--- src/bsr_pkg.sv ---
// Shared constants and types for the boot strap and reset control block.
package bsr_pkg;
    localparam int          CLK_PERIOD_NS       = 20;
    localparam int          STRAP_SETTLE_CYCLES = 3;
    localparam logic [31:0] RESET_VECTOR_ADDR   = 32'h0000_0000;
    localparam int          SCAN_LENGTH         = 8;
    localparam int          SYNC_WIDTH          = 8;
    localparam int          SYN_EPROM           = 0;
    localparam int          SYN_LINK            = 1;
    localparam int          SYN_BSEL            = 2;
    localparam int          SYN_TRI_N           = 3;
    localparam int          SYN_TCK             = 4;
    localparam int          SYN_TMS             = 5;
    localparam int          SYN_TDI             = 6;
    localparam int          SYN_TRST_N          = 7;

    typedef enum logic [2:0] {
        BSR_BOOT_EPROM    = 3'h0,
        BSR_BOOT_HOST     = 3'h1,
        BSR_BOOT_LINK     = 3'h2,
        BSR_BOOT_NONE     = 3'h3,
        BSR_BOOT_RESERVED = 3'h4
    } bsr_mode_t;

    typedef enum logic [3:0] {
        BSR_TAP_RESET      = 4'h0,
        BSR_TAP_IDLE       = 4'h1,
        BSR_TAP_SEL_DR     = 4'h2,
        BSR_TAP_CAPTURE_DR = 4'h3,
        BSR_TAP_SHIFT_DR   = 4'h4,
        BSR_TAP_EXIT1_DR   = 4'h5,
        BSR_TAP_PAUSE_DR   = 4'h6,
        BSR_TAP_EXIT2_DR   = 4'h7,
        BSR_TAP_UPDATE_DR  = 4'h8,
        BSR_TAP_SEL_IR     = 4'h9,
        BSR_TAP_CAPTURE_IR = 4'hA,
        BSR_TAP_SHIFT_IR   = 4'hB,
        BSR_TAP_EXIT1_IR   = 4'hC,
        BSR_TAP_PAUSE_IR   = 4'hD,
        BSR_TAP_EXIT2_IR   = 4'hE,
        BSR_TAP_UPDATE_IR  = 4'hF
    } bsr_tap_state_t;
endpackage

--- src/bsr_tap_if.sv ---
// Signals between the strap controller and its test access port engine.
`timescale 1ns/1ns
interface bsr_tap_if #(
    parameter int SCAN_LEN = bsr_pkg::SCAN_LENGTH
);
    logic                    tck_rise;
    logic                    tck_fall;
    logic                    tms;
    logic                    tdi;
    logic                    trst_n;
    logic [SCAN_LEN-1:0]     capture_data;
    logic                    tdo;
    logic                    tdo_oe;
    bsr_pkg::bsr_tap_state_t state;

    modport ctrl (
        output tck_rise,
        output tck_fall,
        output tms,
        output tdi,
        output trst_n,
        output capture_data,
        input  tdo,
        input  tdo_oe,
        input  state
    );
    modport tap (
        input  tck_rise,
        input  tck_fall,
        input  tms,
        input  tdi,
        input  trst_n,
        input  capture_data,
        output tdo,
        output tdo_oe,
        output state
    );
endinterface

--- src/bsr_tap.sv ---
// Test state machine and boundary scan shift path, stepped by test clock edges.
`timescale 1ns/1ns
module bsr_tap #(
    parameter int SCAN_LEN = bsr_pkg::SCAN_LENGTH
) (
    input  wire logic sys_clk,
    input  wire logic rst,
    bsr_tap_if.tap    tif
);
    // The shift path slices from bit 1 upward, so a one-bit chain cannot be built.
    if (SCAN_LEN < 2) begin : g_scan_len_bad
        $error("bsr_tap: SCAN_LEN must be at least 2");
    end

    typedef struct packed {
        bsr_pkg::bsr_tap_state_t state;
        logic [SCAN_LEN-1:0]     shift;
        logic                    tdo;
        logic                    tdo_oe;
    } bsr_tap_reg_t;

    bsr_tap_reg_t tap_ff;
    bsr_tap_reg_t nxt_tap;

    function automatic bsr_pkg::bsr_tap_state_t bsr_tap_next(
        input bsr_pkg::bsr_tap_state_t s,
        input logic                    m
    );
        case (s)
            bsr_pkg::BSR_TAP_RESET:
                return m ? bsr_pkg::BSR_TAP_RESET : bsr_pkg::BSR_TAP_IDLE;
            bsr_pkg::BSR_TAP_IDLE:
                return m ? bsr_pkg::BSR_TAP_SEL_DR : bsr_pkg::BSR_TAP_IDLE;
            bsr_pkg::BSR_TAP_SEL_DR:
                return m ? bsr_pkg::BSR_TAP_SEL_IR : bsr_pkg::BSR_TAP_CAPTURE_DR;
            bsr_pkg::BSR_TAP_CAPTURE_DR:
                return m ? bsr_pkg::BSR_TAP_EXIT1_DR : bsr_pkg::BSR_TAP_SHIFT_DR;
            bsr_pkg::BSR_TAP_SHIFT_DR:
                return m ? bsr_pkg::BSR_TAP_EXIT1_DR : bsr_pkg::BSR_TAP_SHIFT_DR;
            bsr_pkg::BSR_TAP_EXIT1_DR:
                return m ? bsr_pkg::BSR_TAP_UPDATE_DR : bsr_pkg::BSR_TAP_PAUSE_DR;
            bsr_pkg::BSR_TAP_PAUSE_DR:
                return m ? bsr_pkg::BSR_TAP_EXIT2_DR : bsr_pkg::BSR_TAP_PAUSE_DR;
            bsr_pkg::BSR_TAP_EXIT2_DR:
                return m ? bsr_pkg::BSR_TAP_UPDATE_DR : bsr_pkg::BSR_TAP_SHIFT_DR;
            bsr_pkg::BSR_TAP_UPDATE_DR:
                return m ? bsr_pkg::BSR_TAP_SEL_DR : bsr_pkg::BSR_TAP_IDLE;
            bsr_pkg::BSR_TAP_SEL_IR:
                return m ? bsr_pkg::BSR_TAP_RESET : bsr_pkg::BSR_TAP_CAPTURE_IR;
            bsr_pkg::BSR_TAP_CAPTURE_IR:
                return m ? bsr_pkg::BSR_TAP_EXIT1_IR : bsr_pkg::BSR_TAP_SHIFT_IR;
            bsr_pkg::BSR_TAP_SHIFT_IR:
                return m ? bsr_pkg::BSR_TAP_EXIT1_IR : bsr_pkg::BSR_TAP_SHIFT_IR;
            bsr_pkg::BSR_TAP_EXIT1_IR:
                return m ? bsr_pkg::BSR_TAP_UPDATE_IR : bsr_pkg::BSR_TAP_PAUSE_IR;
            bsr_pkg::BSR_TAP_PAUSE_IR:
                return m ? bsr_pkg::BSR_TAP_EXIT2_IR : bsr_pkg::BSR_TAP_PAUSE_IR;
            bsr_pkg::BSR_TAP_EXIT2_IR:
                return m ? bsr_pkg::BSR_TAP_UPDATE_IR : bsr_pkg::BSR_TAP_SHIFT_IR;
            bsr_pkg::BSR_TAP_UPDATE_IR:
                return m ? bsr_pkg::BSR_TAP_SEL_DR : bsr_pkg::BSR_TAP_IDLE;
            default:
                return bsr_pkg::BSR_TAP_RESET;
        endcase
    endfunction

    always_comb begin
        nxt_tap = tap_ff;
        if (!tif.trst_n) begin
            nxt_tap.state  = bsr_pkg::BSR_TAP_RESET;
            nxt_tap.tdo_oe = 1'b0;
        end else if (tif.tck_rise) begin
            nxt_tap.state = bsr_tap_next(tap_ff.state, tif.tms);
            if (tap_ff.state == bsr_pkg::BSR_TAP_CAPTURE_DR) begin
                nxt_tap.shift = tif.capture_data;
            end else if (tap_ff.state == bsr_pkg::BSR_TAP_SHIFT_DR) begin
                nxt_tap.shift = {tif.tdi, tap_ff.shift[SCAN_LEN-1:1]};
            end
        end else if (tif.tck_fall) begin
            // The output changes on the falling test clock so the far end samples it settled.
            nxt_tap.tdo    = tap_ff.shift[0];
            nxt_tap.tdo_oe = (tap_ff.state == bsr_pkg::BSR_TAP_SHIFT_DR);
        end
    end

    always_ff @(posedge sys_clk or posedge rst) begin
        if (rst) begin
            tap_ff <= '{state: bsr_pkg::BSR_TAP_RESET, shift: '0, tdo: 1'b0, tdo_oe: 1'b0};
        end else begin
            tap_ff <= nxt_tap;
        end
    end

    assign tif.tdo    = tap_ff.tdo;
    assign tif.tdo_oe = tap_ff.tdo_oe;
    assign tif.state  = tap_ff.state;
endmodule

--- src/bsr_top.sv ---
// Boot strap decoding, boot select pin control, reset start-up and test port hookup.
`timescale 1ns/1ns
module bsr_top #(
    parameter logic [31:0] RESET_VECTOR = bsr_pkg::RESET_VECTOR_ADDR,
    parameter int          SCAN_LEN     = bsr_pkg::SCAN_LENGTH
) (
    input  wire logic        sys_clk,
    input  wire logic        rst,
    input  wire logic        eprom_boot_strap,
    input  wire logic        link_boot_strap,
    input  wire logic        boot_memory_select_in,
    output logic             boot_memory_select_out,
    output logic             boot_memory_select_oe,
    input  wire logic        bus_three_state_request_n,
    input  wire logic        bus_master,
    input  wire logic        eprom_read_req,
    input  wire logic        test_clock,
    input  wire logic        test_mode_select,
    input  wire logic        test_data_in,
    input  wire logic        test_reset_n,
    output logic             test_data_out,
    output logic             test_data_out_oe,
    output logic             emulation_status_out,
    output logic             emulation_status_out_oe,
    output logic             reserved_output,
    output logic [2:0]       boot_mode,
    output logic             strap_fault,
    output logic             boot_locked,
    output logic             fetch_start,
    output logic [31:0]      fetch_addr,
    output logic             instr_cycle_en
);
    if (SCAN_LEN < 2) begin : g_scan_len_bad
        $error("bsr_top: SCAN_LEN must be at least 2 to hold the captured straps");
    end

    localparam int SW = bsr_pkg::SYNC_WIDTH;

    typedef struct packed {
        logic [SW-1:0]     sync1;
        logic [SW-1:0]     sync2;
        logic              tck_prev;
        logic [2:0]        settle;
        logic              locked;
        bsr_pkg::bsr_mode_t mode;
        logic              fault;
        logic              fetch_start;
        logic              instr_cycle;
        logic              cs_n;
        logic              cs_oe;
        logic              emu_oe;
    } bsr_state_t;

    bsr_state_t st_ff;
    bsr_state_t nxt_st;
    bsr_tap_if #(.SCAN_LEN(SCAN_LEN)) tif ();

    function automatic bsr_pkg::bsr_mode_t bsr_decode(
        input logic eprom,
        input logic link,
        input logic bsel
    );
        if (eprom && !link) begin
            return bsr_pkg::BSR_BOOT_EPROM;
        end else if (eprom || (link && !bsel)) begin
            return bsr_pkg::BSR_BOOT_RESERVED;
        end else if (!bsel) begin
            return bsr_pkg::BSR_BOOT_NONE;
        end else if (link) begin
            return bsr_pkg::BSR_BOOT_LINK;
        end else begin
            return bsr_pkg::BSR_BOOT_HOST;
        end
    endfunction

    always_comb begin
        logic drive_ok;
        drive_ok = 1'b0;
        nxt_st = st_ff;
        nxt_st.sync1 = {test_reset_n, test_data_in, test_mode_select, test_clock,
                        bus_three_state_request_n, boot_memory_select_in,
                        link_boot_strap, eprom_boot_strap};
        nxt_st.sync2 = st_ff.sync1;
        nxt_st.tck_prev = st_ff.sync2[bsr_pkg::SYN_TCK];
        nxt_st.fetch_start = 1'b0;
        nxt_st.instr_cycle = 1'b1;
        // Straps are resampled until the synchronisers have settled, then frozen.
        if (!st_ff.locked) begin
            nxt_st.mode  = bsr_decode(st_ff.sync2[bsr_pkg::SYN_EPROM],
                                      st_ff.sync2[bsr_pkg::SYN_LINK],
                                      st_ff.sync2[bsr_pkg::SYN_BSEL]);
            nxt_st.fault = (nxt_st.mode == bsr_pkg::BSR_BOOT_RESERVED);
            if (st_ff.settle == 3'(bsr_pkg::STRAP_SETTLE_CYCLES)) begin
                nxt_st.locked      = 1'b1;
                nxt_st.fetch_start = 1'b1;
            end else begin
                nxt_st.settle = st_ff.settle + 3'h1;
            end
        end
        // Floating while a three-state request or slave status holds avoids bus contention.
        drive_ok = st_ff.locked && (st_ff.mode == bsr_pkg::BSR_BOOT_EPROM) && bus_master
                   && st_ff.sync2[bsr_pkg::SYN_TRI_N];
        nxt_st.cs_oe = drive_ok;
        nxt_st.cs_n  = !(drive_ok && eprom_read_req);
        // Status is flagged open-drain while the test port has left its reset state.
        nxt_st.emu_oe = (tif.state != bsr_pkg::BSR_TAP_RESET);
    end

    always_ff @(posedge sys_clk or posedge rst) begin
        if (rst) begin
            st_ff <= '{sync1: '0, sync2: '0, tck_prev: 1'b0, settle: 3'h0, locked: 1'b0,
                       mode: bsr_pkg::BSR_BOOT_HOST, fault: 1'b0, fetch_start: 1'b0,
                       instr_cycle: 1'b0, cs_n: 1'b1, cs_oe: 1'b0, emu_oe: 1'b0};
        end else begin
            st_ff <= nxt_st;
        end
    end

    assign tif.tck_rise     = st_ff.sync2[bsr_pkg::SYN_TCK] && !st_ff.tck_prev;
    assign tif.tck_fall     = !st_ff.sync2[bsr_pkg::SYN_TCK] && st_ff.tck_prev;
    assign tif.tms          = st_ff.sync2[bsr_pkg::SYN_TMS];
    assign tif.tdi          = st_ff.sync2[bsr_pkg::SYN_TDI];
    assign tif.trst_n       = st_ff.sync2[bsr_pkg::SYN_TRST_N];
    assign tif.capture_data = {{(SCAN_LEN-2){1'b0}}, st_ff.sync2[bsr_pkg::SYN_LINK],
                               st_ff.sync2[bsr_pkg::SYN_EPROM]};

    bsr_tap #(.SCAN_LEN(SCAN_LEN)) u_tap (
        .sys_clk (sys_clk),
        .rst     (rst),
        .tif     (tif.tap)
    );

    assign boot_memory_select_out  = st_ff.cs_n;
    assign boot_memory_select_oe   = st_ff.cs_oe;
    assign test_data_out           = tif.tdo;
    assign test_data_out_oe        = tif.tdo_oe;
    assign emulation_status_out    = 1'b0;
    assign emulation_status_out_oe = st_ff.emu_oe;
    assign reserved_output         = 1'b0;
    assign boot_mode               = st_ff.mode;
    assign strap_fault             = st_ff.fault;
    assign boot_locked             = st_ff.locked;
    assign fetch_start             = st_ff.fetch_start;
    assign fetch_addr              = RESET_VECTOR;
    assign instr_cycle_en          = st_ff.instr_cycle;
endmodule

--- config.mk ---
export PLATFORM = sky130hd
export DESIGN_NAME = bsr_top
export DESIGN_NICKNAME = d
export VERILOG_FILES = /design/src/bsr_pkg.sv /design/src/bsr_tap_if.sv /design/src/bsr_tap.sv /design/src/bsr_top.sv
export SDC_FILE = /design/constraint.sdc
export NUM_CORES = 1
export LEC_CHECK = 0
export BUFFER_PORTS_ARGS = -buffer_cell sky130_fd_sc_hd__buf_2
export CORE_MARGIN = 1
export CORE_UTILIZATION = 35
export CTS_CLUSTER_DIAMETER = 150
export DETAILED_ROUTE_END_ITERATION = 10
export PLACE_DENSITY = 0.67
export SYNTH_ARGS = -nofsm -noshare
export SYNTH_HDL_FRONTEND = slang
export SYNTH_SLANG_ARGS = --single-unit
--- constraint.sdc ---
create_clock -name sys_clk -period 3.5 [get_ports sys_clk]
set_input_delay 0.7 -clock sys_clk [delete_from_list [all_inputs] [get_ports sys_clk]]
set_output_delay 0.7 -clock sys_clk [all_outputs]
set_load 0.005 [all_outputs]
==> results by group <==
STA
  • Worst hold slack: between 300 and 400 ps
  • Tmin final: about 1700 ps
  • Worst Setup Slack, final: 1830 ps
  • Max-slew headroom: 0.315
  • Fmax achieved: about 600 MHz
  • Worst Skew: a little over 6 ps
  • Unrepaired setup endpoints after global routing: false
  • Final Slew Violations: 0
  • Final worst-path cycle share: 0.476
  • Worst-Margin Slew: 1030 ps
  • TNS Setup: 0 ps
  • Hold Vio Cnt, Final: 0
  • Final setup fails: 0

Finish
  • Share of layout cells above drive strength 1: 0.187
  • Final instance area: 0.00212 sq mm
  • Final Instance Count excl. Fillers: ~280
  • Utilization after layout: 0.383
  • Fillers: a little under 600
  • Layout Nets: about 220
  • Antenna cells: 0
  • Area growth syn-to-layout: 4.50%

Worst setup path
  • CP cell instances: buf_2
  • Worst endpoint required time: between 2000 and 3000 ps
  • WS Path Type: flip-flop to output port
  • WP buf/inv: 1
  • CP Depth: 1
  • Family with the most delay on the worst path: flip-flops
  • Worst path slowest cell: dfrtp_1
  • FF-to-FF path depth: 3
  • Worst setup EP type: output port
  • Worst Path Arrival: slightly below 1000 ps
  • Critical Path Start: boot_locked
  • CP max FO: 11
  • Reg2reg start: u_tap.tif.state[2]
  • Startpoint types: flip-flop
  • Max stage delay on crit path: just over 500 ps

GRT
  • Congestion Overflow GR: 0
  • Vias in the first global route: roughly 1100
  • Pin count of the biggest net entering global routing: 30
  • GRT Overall Usage: 0.104
  • Initial antenna violation count: 0
  • First-pass GRT wire length: 4930 microns

Synth
  • Mean Syn Cell Area: roughly 11 sq um
  • Unique cell type count in the Yosys netlist: 39
  • Register area share after synthesis: 0.544
  • Area fraction in compound gates after synthesis: 0.109
  • Simple-Gate Fraction of Synth Area: 0.123
  • Post-Syn Area: 0.00203 sq mm
  • Adder-cell area share of the yosys netlist: 0.0123
  • Mux contribution to synthesized area: 0.0210
  • Yosys top cell by area: dfrtp_1
  • Mapped Cells: about 190
  • Share of the synthesized area in the top cell type: 0.518
  • Synth top area cells: dfrtp_1 52%, buf_4 15%, nand2_1 4.8%
  • Synthesis-stage register bit count: 44
  • Largest family of logic cells by synthesized area: buffers and inverters
  • XOR/XNOR share of the synthesized area: 0.0130
  • YS warnings: 0

Pwr
  • Pwr per Cell Area: approximately 420 mW/mm^2
  • Peak supply drop: roughly 0.00034 V
  • Power Total: between 0.8 and 0.9 mW
  • Net Switching: about 0.21 mW
  • Power Internal: slightly below 0.7 mW
  • Reg power frac: 0.604
  • Comb pwr share: 0.063
  • Static leakage: around 1.0 nW
  • Sw frac: 0.236
  • Clock group share of total power: 0.333

Routing
  • Drt via density: between 4 and 5
  • Total routed wirelength: 2850 microns
  • Vias: 1197
  • DRC Markers: 0
  • Initial DRC count: 40
  • Pre-antenna DRT Iters: 4
  • Routed Antenna Nets: 0
  • Drt wl/cell: ~10 microns

CTS
  • Post-cts sizing count: 0
  • Post-CTS Hold Buffers: 0
  • CTS buffer count: 5
  • Worst-skew pair later-pin latency: 290 ps
  • CTS tree: done
  • H-tree lvl count: 2
  • Root Buffer: clkbuf_8
  • Setup bufs post-CTS: 0
  • Clock buffer depth: 2
  • Clock sinks: 44
  • Worst-path clk slew: about 70 ps

Placement
  • Placed Area: 0.00203 sq mm
  • Pre-CTS setup slack: approximately 1700 ps
  • Final HPWL DP: ~2000 microns
  • RePlAce Congestion: approximately 0.76
  • Placed insts: between 200 and 300
  • IO buf count: 23

Floorplanning
  • Ports: 58
  • Core area: roughly 0.0055 sq mm
  • DIE WIDTH: 78.1 microns
  • Die Ht: approximately 80 microns
  • Initial core utilization: 0.366
  • Area of the die: roughly 0.0061 sq mm
  • Num rows: 27

Hold path
  • Hold Path Depth: 0
  • HP Start: nxt_st[21]
  • Hold/Removal Path Class: flip-flop to flip-flop

Flow run
  • # Max-Cap Violations: 0

Run status
  • Status: completed
-- path summary, 6_finish.rpt --
kind                              endpoint  slack (ps)
setup / recovery               boot_locked        1830
hold / removal                   st_ff[21]         350
setup reg to reg           u_tap.tap_ff[6]        1920
hold reg to reg                  st_ff[21]         350
max in group asynchronous       nxt_st[20]        2060
min in group asynchronous     boot_mode[1]         640
-- synthesized netlist by cell type --
master	instances
and3b_1	1
nand2_1	26
o21ai_1	3
nor3b_1	2
mux2i_1	2
a211oi_1	1
mux2_2	2
nand4_1	1
o21ai_0	11
buf_4	40
o221a_2	1
nor3_1	1
a221oi_1	2
and3_1	1
or2_2	1
nand2b_1	3
o31ai_1	2
a31oi_1	3
buf_2	3
clkbuf_1	1
a21boi_0	1
o22ai_1	1
nor4b_1	1
xnor2_1	1
xor2_1	2
nor3b_2	1
inv_1	6
nor2b_1	6
ha_1	2
a21oi_1	5
o2111ai_4	1
a41oi_1	1
nor2_1	5
conb_1	2
buf_6	1
dfrtp_1	42
dfstp_2	2
nand3b_1	1
o21bai_1	1
-- power groups by stage --
stage          Clock [mW]  Sequential [mW]  Combinational [mW]
6_report            0.300            0.543              0.0567
4_1_cts             0.315            0.543              0.0577
5_1_grt             0.334            0.546              0.0675
3_5_place_dp            0            0.553              0.0577
3_3_place_gp            0            0.553              0.0564
2_1_floorplan           0            0.546              0.0748
-- cell type report --
cell class	count	area, sq um	area share
Sequential cell	44	1100	0.521
Clock inverter	2	12.5	0.00590
Tap cell	72	90.1	0.0425
Timing Repair Buffer	24	123	0.0579
Clock buffer	6	72.6	0.0342
Inverter	6	22.5	0.0106
Multi-Input combinational cell	127	696	0.328
-- cells by family after synthesis --
family	Yosys count
simple gates	50
buf+inv	51
flops	44
fa+ha+maj	2
other cells	2
compound gates	33
mux	4
xor+xnor	3
-- registers in the layout, indices dropped and copies added, names as in the netlist, 3 cells and up --
signal,count
st_ff,11
nxt_st,9
u_tap.tap_ff,8
u_tap.tif.state,4
boot_mode,3
-- placed cells by master, fill, tap and decap left out, types with 2 or more instances in the layout --
cell type  Yosys  routed
a21oi_1        5       5
a221oi_1       2       2
a31oi_1        3       3
buf_2          3      23
clkbuf_8       0       5
conb_1         2      35
dfrtp_1       42      42
dfstp_2        2       2
ha_1           2       2
inv_1          6       6
mux2_2         2       2
mux2i_1        2       2
nand2_1       26      26
nand2b_1       3       3
nor2_1         5       5
nor2b_1        6       6
nor3b_1        2       2
o21ai_0       11      11
o21ai_1        3       3
o31ai_1        2       2
xor2_1         2       2
-- layer usage --
layer  track usage  wire, microns
met5             0              0
met4        0.0556             66
met3        0.0314            123
met2         0.154           1330
met1         0.137           1340
Note: power is estimated with default switching activity, not from simulation.
